$ cat src/shared/gpp_pkg.sv
// Constants shared by the general-purpose pin port.
// Assumes a single 100 MHz system clock and no register bus.
package gpp_pkg;
   localparam int          PIN_COUNT       = 32;
   localparam int          GROUP_WIDTH     = 20;
   localparam int          GROUP_SEL_W     = 5;
   localparam int          SYNC_STAGES     = 2;
   localparam real         CLK_PERIOD_NS   = 10.0;
   localparam real         OUT_MIN_LEVEL_NS = 30.0;
   localparam int          OUT_HOLD_CYCLES = int'($ceil(OUT_MIN_LEVEL_NS / CLK_PERIOD_NS));
   localparam logic [1:0]  HOLD_CNT_ONE    = 2'h1;
   localparam logic [1:0]  HOLD_CNT_ZERO   = 2'h0;
   localparam logic [1:0]  HOLD_CNT_LOAD   = 2'(OUT_HOLD_CYCLES - 1);
   localparam logic [31:0] RST_DIR         = 32'h00000000;
   localparam logic [31:0] RST_OUT         = 32'h00000000;
   localparam logic [31:0] RST_PULL_EN     = 32'hFFFFFFFF;
   localparam logic [31:0] RST_EDGE_FALL   = 32'h00000000;
   localparam logic [31:0] ALL_ZERO        = 32'h00000000;
   localparam logic [31:0] ALL_ONE         = 32'hFFFFFFFF;
   localparam logic [19:0] GROUP_ONES      = 20'hFFFFF;
   localparam logic        RST_EXTRA_FLAG  = 1'h0;

   typedef enum logic [1:0] {
      GPP_OP_DIR   = 2'h0,
      GPP_OP_OUT   = 2'h1,
      GPP_OP_PULL  = 2'h2,
      GPP_OP_EDGE  = 2'h3
   } gpp_op_t;
endpackage

$ cat src/hw/gpp_port.sv
// General-purpose pin port: 32 two-way pins plus one output-only flag.
// Control arrives on plain ports as masked group writes of up to 20 pins.
// Pin inputs are treated as asynchronous and synchronised here.
// Notes on behaviour
// - Each pin individually input or output
// - Output pin drives last written level
// - Input level reflects sampled pin state
// - Thirty-two pins plus one output flag
// - Up to twenty pins configured together
// - Per-pin pulldown, individually disabled
// - Per-pin rising or falling edge interrupt
// - Pin output levels last three clocks minimum; the extra flag is not paced
`timescale 1ns/10ps
module gpp_port (
   input  wire logic                     clk_i,
   input  wire logic                     rst_i,
   input  wire logic                     cfg_we_i,
   input  wire gpp_pkg::gpp_op_t         cfg_op_i,
   input  wire logic [4:0]               cfg_base_i,
   input  wire logic [19:0]              cfg_mask_i,
   input  wire logic [19:0]              cfg_data_i,
   input  wire logic                     extra_flag_we_i,
   input  wire logic                     extra_flag_data_i,
   input  wire logic [31:0]              flag_clear_i,
   input  wire logic [31:0]              general_pin_i,
   output logic      [31:0]              general_pin_o,
   output logic      [31:0]              general_pin_oe_o,
   output logic      [31:0]              pin_pulldown_en_o,
   output logic      [31:0]              pin_level_o,
   output logic      [31:0]              edge_flag_register_o,
   output logic                          irq_o,
   output logic                          extra_flag_output_o,
   output logic                          out_busy_o
);
   logic [31:0] dir;
   logic [31:0] out_req;
   logic [31:0] pull_en;
   logic [31:0] edge_fall;
   logic [31:0] sync1;
   logic [31:0] sync2;
   logic [31:0] level_prev;
   logic [31:0] flags;
   logic [31:0] drive;

   // Next values
   logic [31:0] next_dir;
   logic [31:0] next_out_req;
   logic [31:0] next_pull_en;
   logic [31:0] next_edge_fall;
   logic [31:0] next_flags;
   logic [31:0] next_drive;
   logic [31:0] next_busy;
   logic [31:0] next_pd_out;
   logic        next_irq;
   logic        next_busy_any;
   logic [31:0] edge_hit;
   logic [31:0] grp_mask;
   logic [31:0] grp_data;
   logic        extra;
   logic        next_extra;

   // Output pacing counters, one per pin
   logic [1:0]  hold_cnt [gpp_pkg::PIN_COUNT];
   logic [1:0]  next_hold_cnt [gpp_pkg::PIN_COUNT];

   // Group window shifted to any base so up to 20 pins move at once
   // Bits pushed past pin 31 fall off; there is no wrap-around
   always_comb begin
      grp_mask = 32'({gpp_pkg::ALL_ZERO, cfg_mask_i} << cfg_base_i);
      grp_data = 32'({gpp_pkg::ALL_ZERO, cfg_data_i} << cfg_base_i);
      if (!cfg_we_i) begin
         grp_mask = gpp_pkg::ALL_ZERO;
      end
   end

   // Configuration state
   // One target per strobe; masked-off bits keep their value
   always_comb begin
      next_dir       = dir;
      next_out_req   = out_req;
      next_pull_en   = pull_en;
      next_edge_fall = edge_fall;
      next_extra     = extra;
      case (cfg_op_i)
         gpp_pkg::GPP_OP_DIR: begin
            next_dir = (dir & ~grp_mask) | (grp_data & grp_mask);
         end
         gpp_pkg::GPP_OP_OUT: begin
            next_out_req = (out_req & ~grp_mask) | (grp_data & grp_mask);
         end
         gpp_pkg::GPP_OP_PULL: begin
            next_pull_en = (pull_en & ~grp_mask) | (grp_data & grp_mask);
         end
         gpp_pkg::GPP_OP_EDGE: begin
            next_edge_fall = (edge_fall & ~grp_mask) | (grp_data & grp_mask);
         end
         default: begin
            next_dir = dir;
         end
      endcase
      // Extra flag has no pacing; it follows each write
      if (extra_flag_we_i) begin
         next_extra = extra_flag_data_i;
      end
   end

   // Configuration registers
   always_ff @(posedge clk_i) begin
      if (rst_i) begin
         dir       <= gpp_pkg::RST_DIR;
         out_req   <= gpp_pkg::RST_OUT;
         pull_en   <= gpp_pkg::RST_PULL_EN;
         edge_fall <= gpp_pkg::RST_EDGE_FALL;
         extra     <= gpp_pkg::RST_EXTRA_FLAG;
      end else begin
         dir       <= next_dir;
         out_req   <= next_out_req;
         pull_en   <= next_pull_en;
         edge_fall <= next_edge_fall;
         extra     <= next_extra;
      end
   end

   // Per-pin output pacing and edge detection
   genvar gi;
   generate
      for (gi = 0; gi < gpp_pkg::PIN_COUNT; gi++) begin : g_pin
         // A new level is taken only after the old one stood its minimum;
         // later writes coalesce, so the pin shows the last level written.
         always_comb begin
            next_hold_cnt[gi] = hold_cnt[gi];
            next_drive[gi]    = drive[gi];
            if (hold_cnt[gi] != gpp_pkg::HOLD_CNT_ZERO) begin
               next_hold_cnt[gi] = hold_cnt[gi] - gpp_pkg::HOLD_CNT_ONE;
            end else if (out_req[gi] != drive[gi]) begin
               next_drive[gi]    = out_req[gi];
               next_hold_cnt[gi] = gpp_pkg::HOLD_CNT_LOAD;
            end
            next_busy[gi] = (next_hold_cnt[gi] != gpp_pkg::HOLD_CNT_ZERO) || (out_req[gi] != next_drive[gi]);
         end

         // Edge seen on synchronised level, polarity chosen per pin
         // A polarity change alone sets nothing; the level must move
         always_comb begin
            edge_hit[gi] = edge_fall[gi] ? (level_prev[gi] & ~sync2[gi])
                                         : (~level_prev[gi] & sync2[gi]);
            // Set wins over a clear in the same cycle
            next_flags[gi] = edge_hit[gi] | (flags[gi] & ~flag_clear_i[gi]);
         end

         always_ff @(posedge clk_i) begin
            if (rst_i) begin
               hold_cnt[gi] <= gpp_pkg::HOLD_CNT_ZERO;
            end else begin
               hold_cnt[gi] <= next_hold_cnt[gi];
            end
         end
      end
   endgenerate

   // Synchroniser: first stage read only by the second
   // Cleared to the pulldown level, so no false edge follows reset
   always_ff @(posedge clk_i) begin
      if (rst_i) begin
         sync1 <= gpp_pkg::ALL_ZERO;
         sync2 <= gpp_pkg::ALL_ZERO;
      end else begin
         sync1 <= general_pin_i;
         sync2 <= sync1;
      end
   end

   // Output-side next values
   always_comb begin
      // Pulldown released while driving, avoids fighting our own output
      next_pd_out   = next_pull_en & ~next_dir;
      next_busy_any = |next_busy;
   end

   // Input-side next values
   always_comb begin
      // Edge detection runs on driven pins too, so outputs read back
      next_irq = |next_flags;
   end

   // Input-side registers
   always_ff @(posedge clk_i) begin
      if (rst_i) begin
         level_prev           <= gpp_pkg::ALL_ZERO;
         flags                <= gpp_pkg::ALL_ZERO;
         pin_level_o          <= gpp_pkg::ALL_ZERO;
         edge_flag_register_o <= gpp_pkg::ALL_ZERO;
         irq_o                <= 1'h0;
      end else begin
         level_prev           <= sync2;
         flags                <= next_flags;
         pin_level_o          <= sync2;
         edge_flag_register_o <= next_flags;
         irq_o                <= next_irq;
      end
   end

   // Output-side registers
   always_ff @(posedge clk_i) begin
      if (rst_i) begin
         drive               <= gpp_pkg::RST_OUT;
         general_pin_o       <= gpp_pkg::RST_OUT;
         general_pin_oe_o    <= gpp_pkg::RST_DIR;
         pin_pulldown_en_o   <= gpp_pkg::RST_PULL_EN;
         extra_flag_output_o <= gpp_pkg::RST_EXTRA_FLAG;
         out_busy_o          <= 1'h0;
      end else begin
         drive               <= next_drive;
         general_pin_o       <= next_drive;
         general_pin_oe_o    <= next_dir;
         pin_pulldown_en_o   <= next_pd_out;
         extra_flag_output_o <= next_extra;
         out_busy_o          <= next_busy_any;
      end
   end
endmodule

$ cat config.mk
export PLATFORM = sky130hd
export DESIGN_NAME = gpp_port
export DESIGN_NICKNAME = d
export VERILOG_FILES = /design/src/shared/gpp_pkg.sv /design/src/hw/gpp_port.sv
export SDC_FILE = /design/constraint.sdc
export NUM_CORES = 1
export LEC_CHECK = 0
export BUFFER_PORTS_ARGS = -buffer_cell sky130_fd_sc_hd__buf_4
export CORE_MARGIN = 2
export CORE_UTILIZATION = 40
export DETAILED_ROUTE_END_ITERATION = 8
export GPL_TIMING_DRIVEN = 0
export PLACE_DENSITY = 0.59
export SETUP_SLACK_MARGIN = 0.5
export SYNTH_ARGS = -nofsm -noshare
export SYNTH_HDL_FRONTEND = slang
export SYNTH_SLANG_ARGS = --single-unit
$ cat constraint.sdc
create_clock -name clk_i -period 2.65 [get_ports clk_i]
set_clock_uncertainty 0.1 [all_clocks]
set_input_delay 0.1325 -clock clk_i [delete_from_list [all_inputs] [get_ports clk_i]]
set_output_delay 0.1325 -clock clk_i [all_outputs]
set_load 0.02 [all_outputs]
# After elaboration in Yosys (flattened, before gate mapping)
# Memory sizes are Yosys's and may differ from the RTL's.
# Index checks and enable logic that the tools add are counted.
# Widths: inputs -> output; s select.
[totals]
regBits = 323
latch_bits = 0
ramBits = 64
mem_bits_ro = 0
in_bits = 116
output_inout_bits = 163
elab_cells = 680
memories = 1
[op_classes]
add_sub_neg = 32
mul = 0
n_div = 0
order_cmp = 0
n_eq_ne = 67
shifts = 2
mux = 198
bitwise_logic = 268
reduce_logical = 99
[mem_list]
columns = ["memory", "depth", "width", "rd", "rd_clocked_by_memory_dff", "write_ports", "line_no", "text"]
rows = [
  ["hold_cnt", 32, 2, 32, 0, 32, "gpp_port.sv:63", "logic [1:0] hold_cnt [gpp_pkg::PIN_COUNT];"],
]
[op_table]
columns = ["operator", "count"]
rows = [
  ["$and 32x32->32", 6],
  ["$mux 2", 96],
  ["$or 32x32->32", 4],
  ["$reduce_bool 2->1", 64],
  ["$mux 1", 99],
  ["$and 1x1->1", 96],
  ["$mux 32", 3],
  ["$not 1->1", 96],
  ["$ne 1x1->1", 64],
  ["$not 32->32", 2],
  ["$or 1x1->1", 64],
  ["$reduce_or 32->1", 2],
  ["$shl 20x5->32", 2],
  ["$sub 2x1->2 const B", 32],
  ["$logic_or 1x1->1", 32],
  ["$eq 2x2->1 const B", 2],
  ["$eq 2x1->1 const B", 1],
  ["$logic_not 2->1", 1],
]

# Logic depth before layout (Yosys ltp)
[logic_depth]
ltp_word = 8
mapped_depth = 10
ltp_nobuf = 6

# Worst setup path before layout
# Ideal clock, no wire load.
[synth_path]
path_kind = "input to register"
startpoint = "input cfg_base_i[0]"
endpoint = "register pull_en[24]"
setup_ns = 0.120
arrival_time_ns = 2.185
required_ns = 2.430
setup_slack_ns = 0.245
path_stages = 9
path_buffers = 3
cell_sequence = "buf_6 > buf_12 > buf_6 > or4b_2 > nor2_1 > a211oi_2 > nor3_1 > mux2_2 > or2_1"
[synth_between]
elab_chain_cells = 6
word_cells_on_any_way = 8
cone_classes = "shift: 2; mux: 2; bitwise: 4"
[synth_rtl]
columns = ["element", "line_no", "text"]
rows = [
  ["from (decl)", "gpp_port.sv:19", "input wire logic [4:0] cfg_base_i,"],
  ["$shl 20x5->32", "gpp_port.sv:69", "grp_mask = 32'({gpp_pkg::ALL_ZERO, cfg_mask_i} << cfg_base_i);"],
  ["$mux 32", "gpp_port.sv:71", "if (!cfg_we_i) begin"],
  ["$not 32->32", "gpp_port.sv:92", "next_pull_en = (pull_en & ~grp_mask) | (grp_data & grp_mask);"],
  ["$and 32x32->32", "gpp_port.sv:92", ""],
  ["$or 32x32->32 *", "gpp_port.sv:92", ""],
  ["$mux 32 *", "gpp_port.sv:84", "case (cfg_op_i)"],
  ["to (signal assigned)", "gpp_port.sv:112", "pull_en <= gpp_pkg::RST_PULL_EN;"],
  ["to (signal assigned)", "gpp_port.sv:118", "pull_en <= next_pull_en;"],
  ["to (decl)", "gpp_port.sv:37", "logic [31:0] pull_en;"],
]
# Mark *: on every way between the ends. The rest lies on a longest branch, timed or not.
# A chain may end at the register's enable or synchronous reset.

# Worst setup path after layout
[layout_path]
startpoint = "input cfg_base_i[0]"
endpoint = "register pin_pulldown_en_o[27]"
[layout_between]
elab_chain_cells = 8
word_cells_on_any_way = 13
cone_classes = "shift: 2; mux: 3; bitwise: 8"
[layout_rtl]
columns = ["element", "line_no", "text"]
rows = [
  ["$shl 20x5->32", "gpp_port.sv:69", ""],
  ["$mux 32", "gpp_port.sv:71", ""],
  ["$not 32->32", "gpp_port.sv:86, gpp_port.sv:92", ""],
  ["$and 32x32->32", "gpp_port.sv:86", "next_dir = (dir & ~grp_mask) | (grp_data & grp_mask);"],
  ["$or 32x32->32", "gpp_port.sv:86", ""],
  ["$mux 32", "gpp_port.sv:84", ""],
  ["$not 32->32", "gpp_port.sv:176", "next_pd_out = next_pull_en & ~next_dir;"],
  ["$and 32x32->32 *", "gpp_port.sv:176", ""],
  ["to (signal assigned)", "gpp_port.sv:209", "pin_pulldown_en_o <= gpp_pkg::RST_PULL_EN;"],
  ["to (signal assigned)", "gpp_port.sv:216", "pin_pulldown_en_o <= next_pd_out;"],
  ["to (decl)", "gpp_port.sv:28", "output logic [31:0] pin_pulldown_en_o,"],
]
# Marks and branches as above.

==> run summary <==
## Worst setup path
• compound AO/OA/AOI/OAI gates — category of cells accounting for the largest share of critical-path delay
• 2590 ps — arrival time of data at the critical path endpoint
• 530 ps — CP max stage delay
• mux4_2 — Critical-path top delay cell
• buf_4 > buf_12 > buf_8 > mux4_2 > mux2i_1 > a21oi_2 > o2bb2ai_1 > nor3b_1 > a311o_1 — chain of cells forming the critical path
• 10 — highest fanout seen on the critical path
• 3000 ps — required time of the worst setup path
• in2reg — class of the most critical setup path
• 3 — Critical path buffers and inverters
• register — kind of capture point of the worst setup path
• primary input — launching element type of the critical path

## Power
• 8.87 nW — static leakage power
• 14.0 mW — total power consumption of the routed design
• 483 uV — Worst IR Drop VDD
• 626 mW/mm^2 — Cell Pwr Density

## Place
• -843 ps — pre-CTS WS
• 49300 um — DPL Wire Length
• 2622 — Placed Cells incl. Taps
• 0.0197 sq mm — Placed Area
• 277 — Port Buf Inserts
• 0.948 — RePlAce Congestion

## Synth
• 81 — synth unique cells
• 0 — Yosys warning count
• 0% — share of synthesized registers carrying an async set or reset
• 0 — count of flip-flops with a built-in enable after synthesis
• dfxtp_1 — most common cell in the synthesized netlist
• dfxtp_1 46%, nor2b_1 5.1%, mux2i_1 5.0%, mux4_2 4.3%, nor2_1 4.3% — top area cells in the synthesized netlist
• 0.0168 sq mm — Post-Syn Area
• dfxtp_1 — commonest register cell after synthesis
• 46.1% — proportion of synthesized chip area in sequential cells
• 9.31 sq um — Avg Cell Area, Syn
• 1922 — Post-Syn Nets
• 1806 — count of mapped cells out of synthesis
• 46.1% — top-area cell type share of the netlist area
• 387 x dfxtp_1, 191 x nor2_1, 159 x nand2_1, 138 x nor2b_1, 135 x a21oi_1 — most common library cells after synthesis
• 387 — flip-flop and latch count after synthesis
• dfxtp_1 — leading area contributor after synthesis

## Cells and area
• 53.6% — final core utilization
• 2785 — non-filler cells, final
• 23.9% — fraction of layout instances using a drive strength above 1
• 2333 — post-layout net count
• 0 — Antenna Cells
• 33.1% — Area growth, synth to finish
• 0.0224 sq mm — Layout Cell Area excl Fill

## Job
• 0 — count of maximum capacitance violations

## Floorplanning
• 0.0418 sq mm — Core Region
• 279 — count of pins on the block boundary
• 0.0437 sq mm — die outline area
• 40.3% — effective utilization at floorplan
• 75 — number of cell rows
• 209 um — die height
• 209 um — floorplan die width

## GRT
• 14 — maximum number of pins on one net before global-route repair
• 15100 — number of global-route vias before repair
• 29.6% — global-route total usage across every layer
• 96200 um — first-pass GRT wire length
• 0 — remaining global-route overflow
• 49.8% — met2 usage in global routing
• 5.94% — met3 GRT Util
• 1 — initial antenna violation count
• met2 — grt peak-use layer
• 37.7% — met1 layer usage reported by global route

## STA
• 0 — final number of hold-violating endpoints
• 0 — number of setup violations in the final report
• 84.7% — ratio of final minimum period to clock period
• 2240 ps — Period minus WS final
• 445 MHz — Max Fclk
• 0 — number of max-slew violations in the final report
• 0 ps — Final TNS setup
• yes — setup repair after global routing missed its margin
• 405 ps — setup slack after layout
• 47.3 ps — Post-Route Hold Slack
• 16.8% — Max-Slew Margin vs Limit
• 1250 ps — slew at the pin with the worst max-slew slack

## Clocking
• 60 ps — clock slew at the register clock pins of the worst setup and hold paths
• 387 — Sinks on Clock Net
• yes — clock tree from TritonCTS
• 580 ps — clock network latency to the later pin of the worst-skew pair
• clkbuf_16 — Clk Tree Root Cell
• 3 — buffer levels on the longest clock path
• 2 — number of levels in the clock H-tree
• 42 — TritonCTS Buffers

## Routing
• 65800 um — sum of routed wire length over all layers
• 5.63 — via count normalized by instance count
• 0 — number of DRC violations after detailed routing
• 0 — post-route ant nets
• 15700 — total number of vias
• 23.6 um — routed len/inst
• 1279 — DR iter-0 viols
• 5 — DR pass1 iterations

## Hold path
• in2reg — type of the tightest min-delay check

## Run status
• finished, final reports clean — outcome

-- layout make-up --
type | count | area, sq um
clock inverters | 9 | 72.6
fillers | 3789 | 19400
clock buffers | 64 | 1290
well taps | 539 | 674
inverters | 44 | 165
multi-input cells | 1282 | 8990
flip-flops and latches | 387 | 7750
plain buffers | 93 | 504
repair buffers | 367 | 2940
-- placed cells by master, fill, tap and decap left out, drive strengths merged, types with 40 or more instances in the layout --
cell type / count
mux4: 40
nand2: 160
nor2: 191
inv: 42
a21oi: 135
nor3: 58
o21ai: 76
mux2i: 86
dfxtp: 387
nor2b: 138
clkbuf: 130
nor3b: 69
dlygate4sd3: 70
buf: 323
nand3: 43
-- routing by layer --
metal | wire length, um | vias to the layer above
met5 | 0 | -
met4 | 2470 | 0
met3 | 4640 | 126
met2 | 31000 | 644
met1 | 27700 | 7650
li1 | - | 7268
-- final timing paths --
check | startpoint | to | slack, ps | cells after the start
setup / recovery | cfg_base_i[0] | pin_pulldown_en_o[27] | 410 | 9
hold / removal | cfg_op_i[0] | register | 50 | 5
setup reg to reg | register | irq_o | 680 | 5
hold reg to reg | sync1[30] | sync2[30] | 330 | 1
-- timing repair --
action                                 in CTS  in global routing
gates resized for setup                    49                 56
setup endpoints to repair                  69                 45
hold buffers                               70                  0
pin swaps                                   5                  9
endpoints found under the hold margin      73                  0
buffers inserted                            8                 12
-- cell families (layout without fill, tap and decap cells) --
kind of cell           after synthesis  count (layout)  share of synthesized area [%]
AND/OR/NAND/NOR                    744             744                           22.4
flip-flops                         387             387                           46.1
AO/OA/AOI/OAI                      353             353                           13.7
multiplexers                       153             153                           12.6
buffers and inverters              137             577                           3.57
XOR/XNOR                            32              32                           1.67
-- worst register-to-register path, stage by stage, from the launching register on --
cell and delay (ps):
dfxtp_1 500, nor3b_1 110, a221oi_1 310, nand4_1 240, nor4_2 450, a21oi_1 120
-- report_power, final --
part	total [mW]	leakage, nW	switching, mW	internal (mW)
Clock	5.86	0.673	2.43	3.43
Sequential	6.05	3.14	0.0934	5.96
Combinational	2.10	5.06	1.25	0.850
Power figures use the tool's default switching activity.
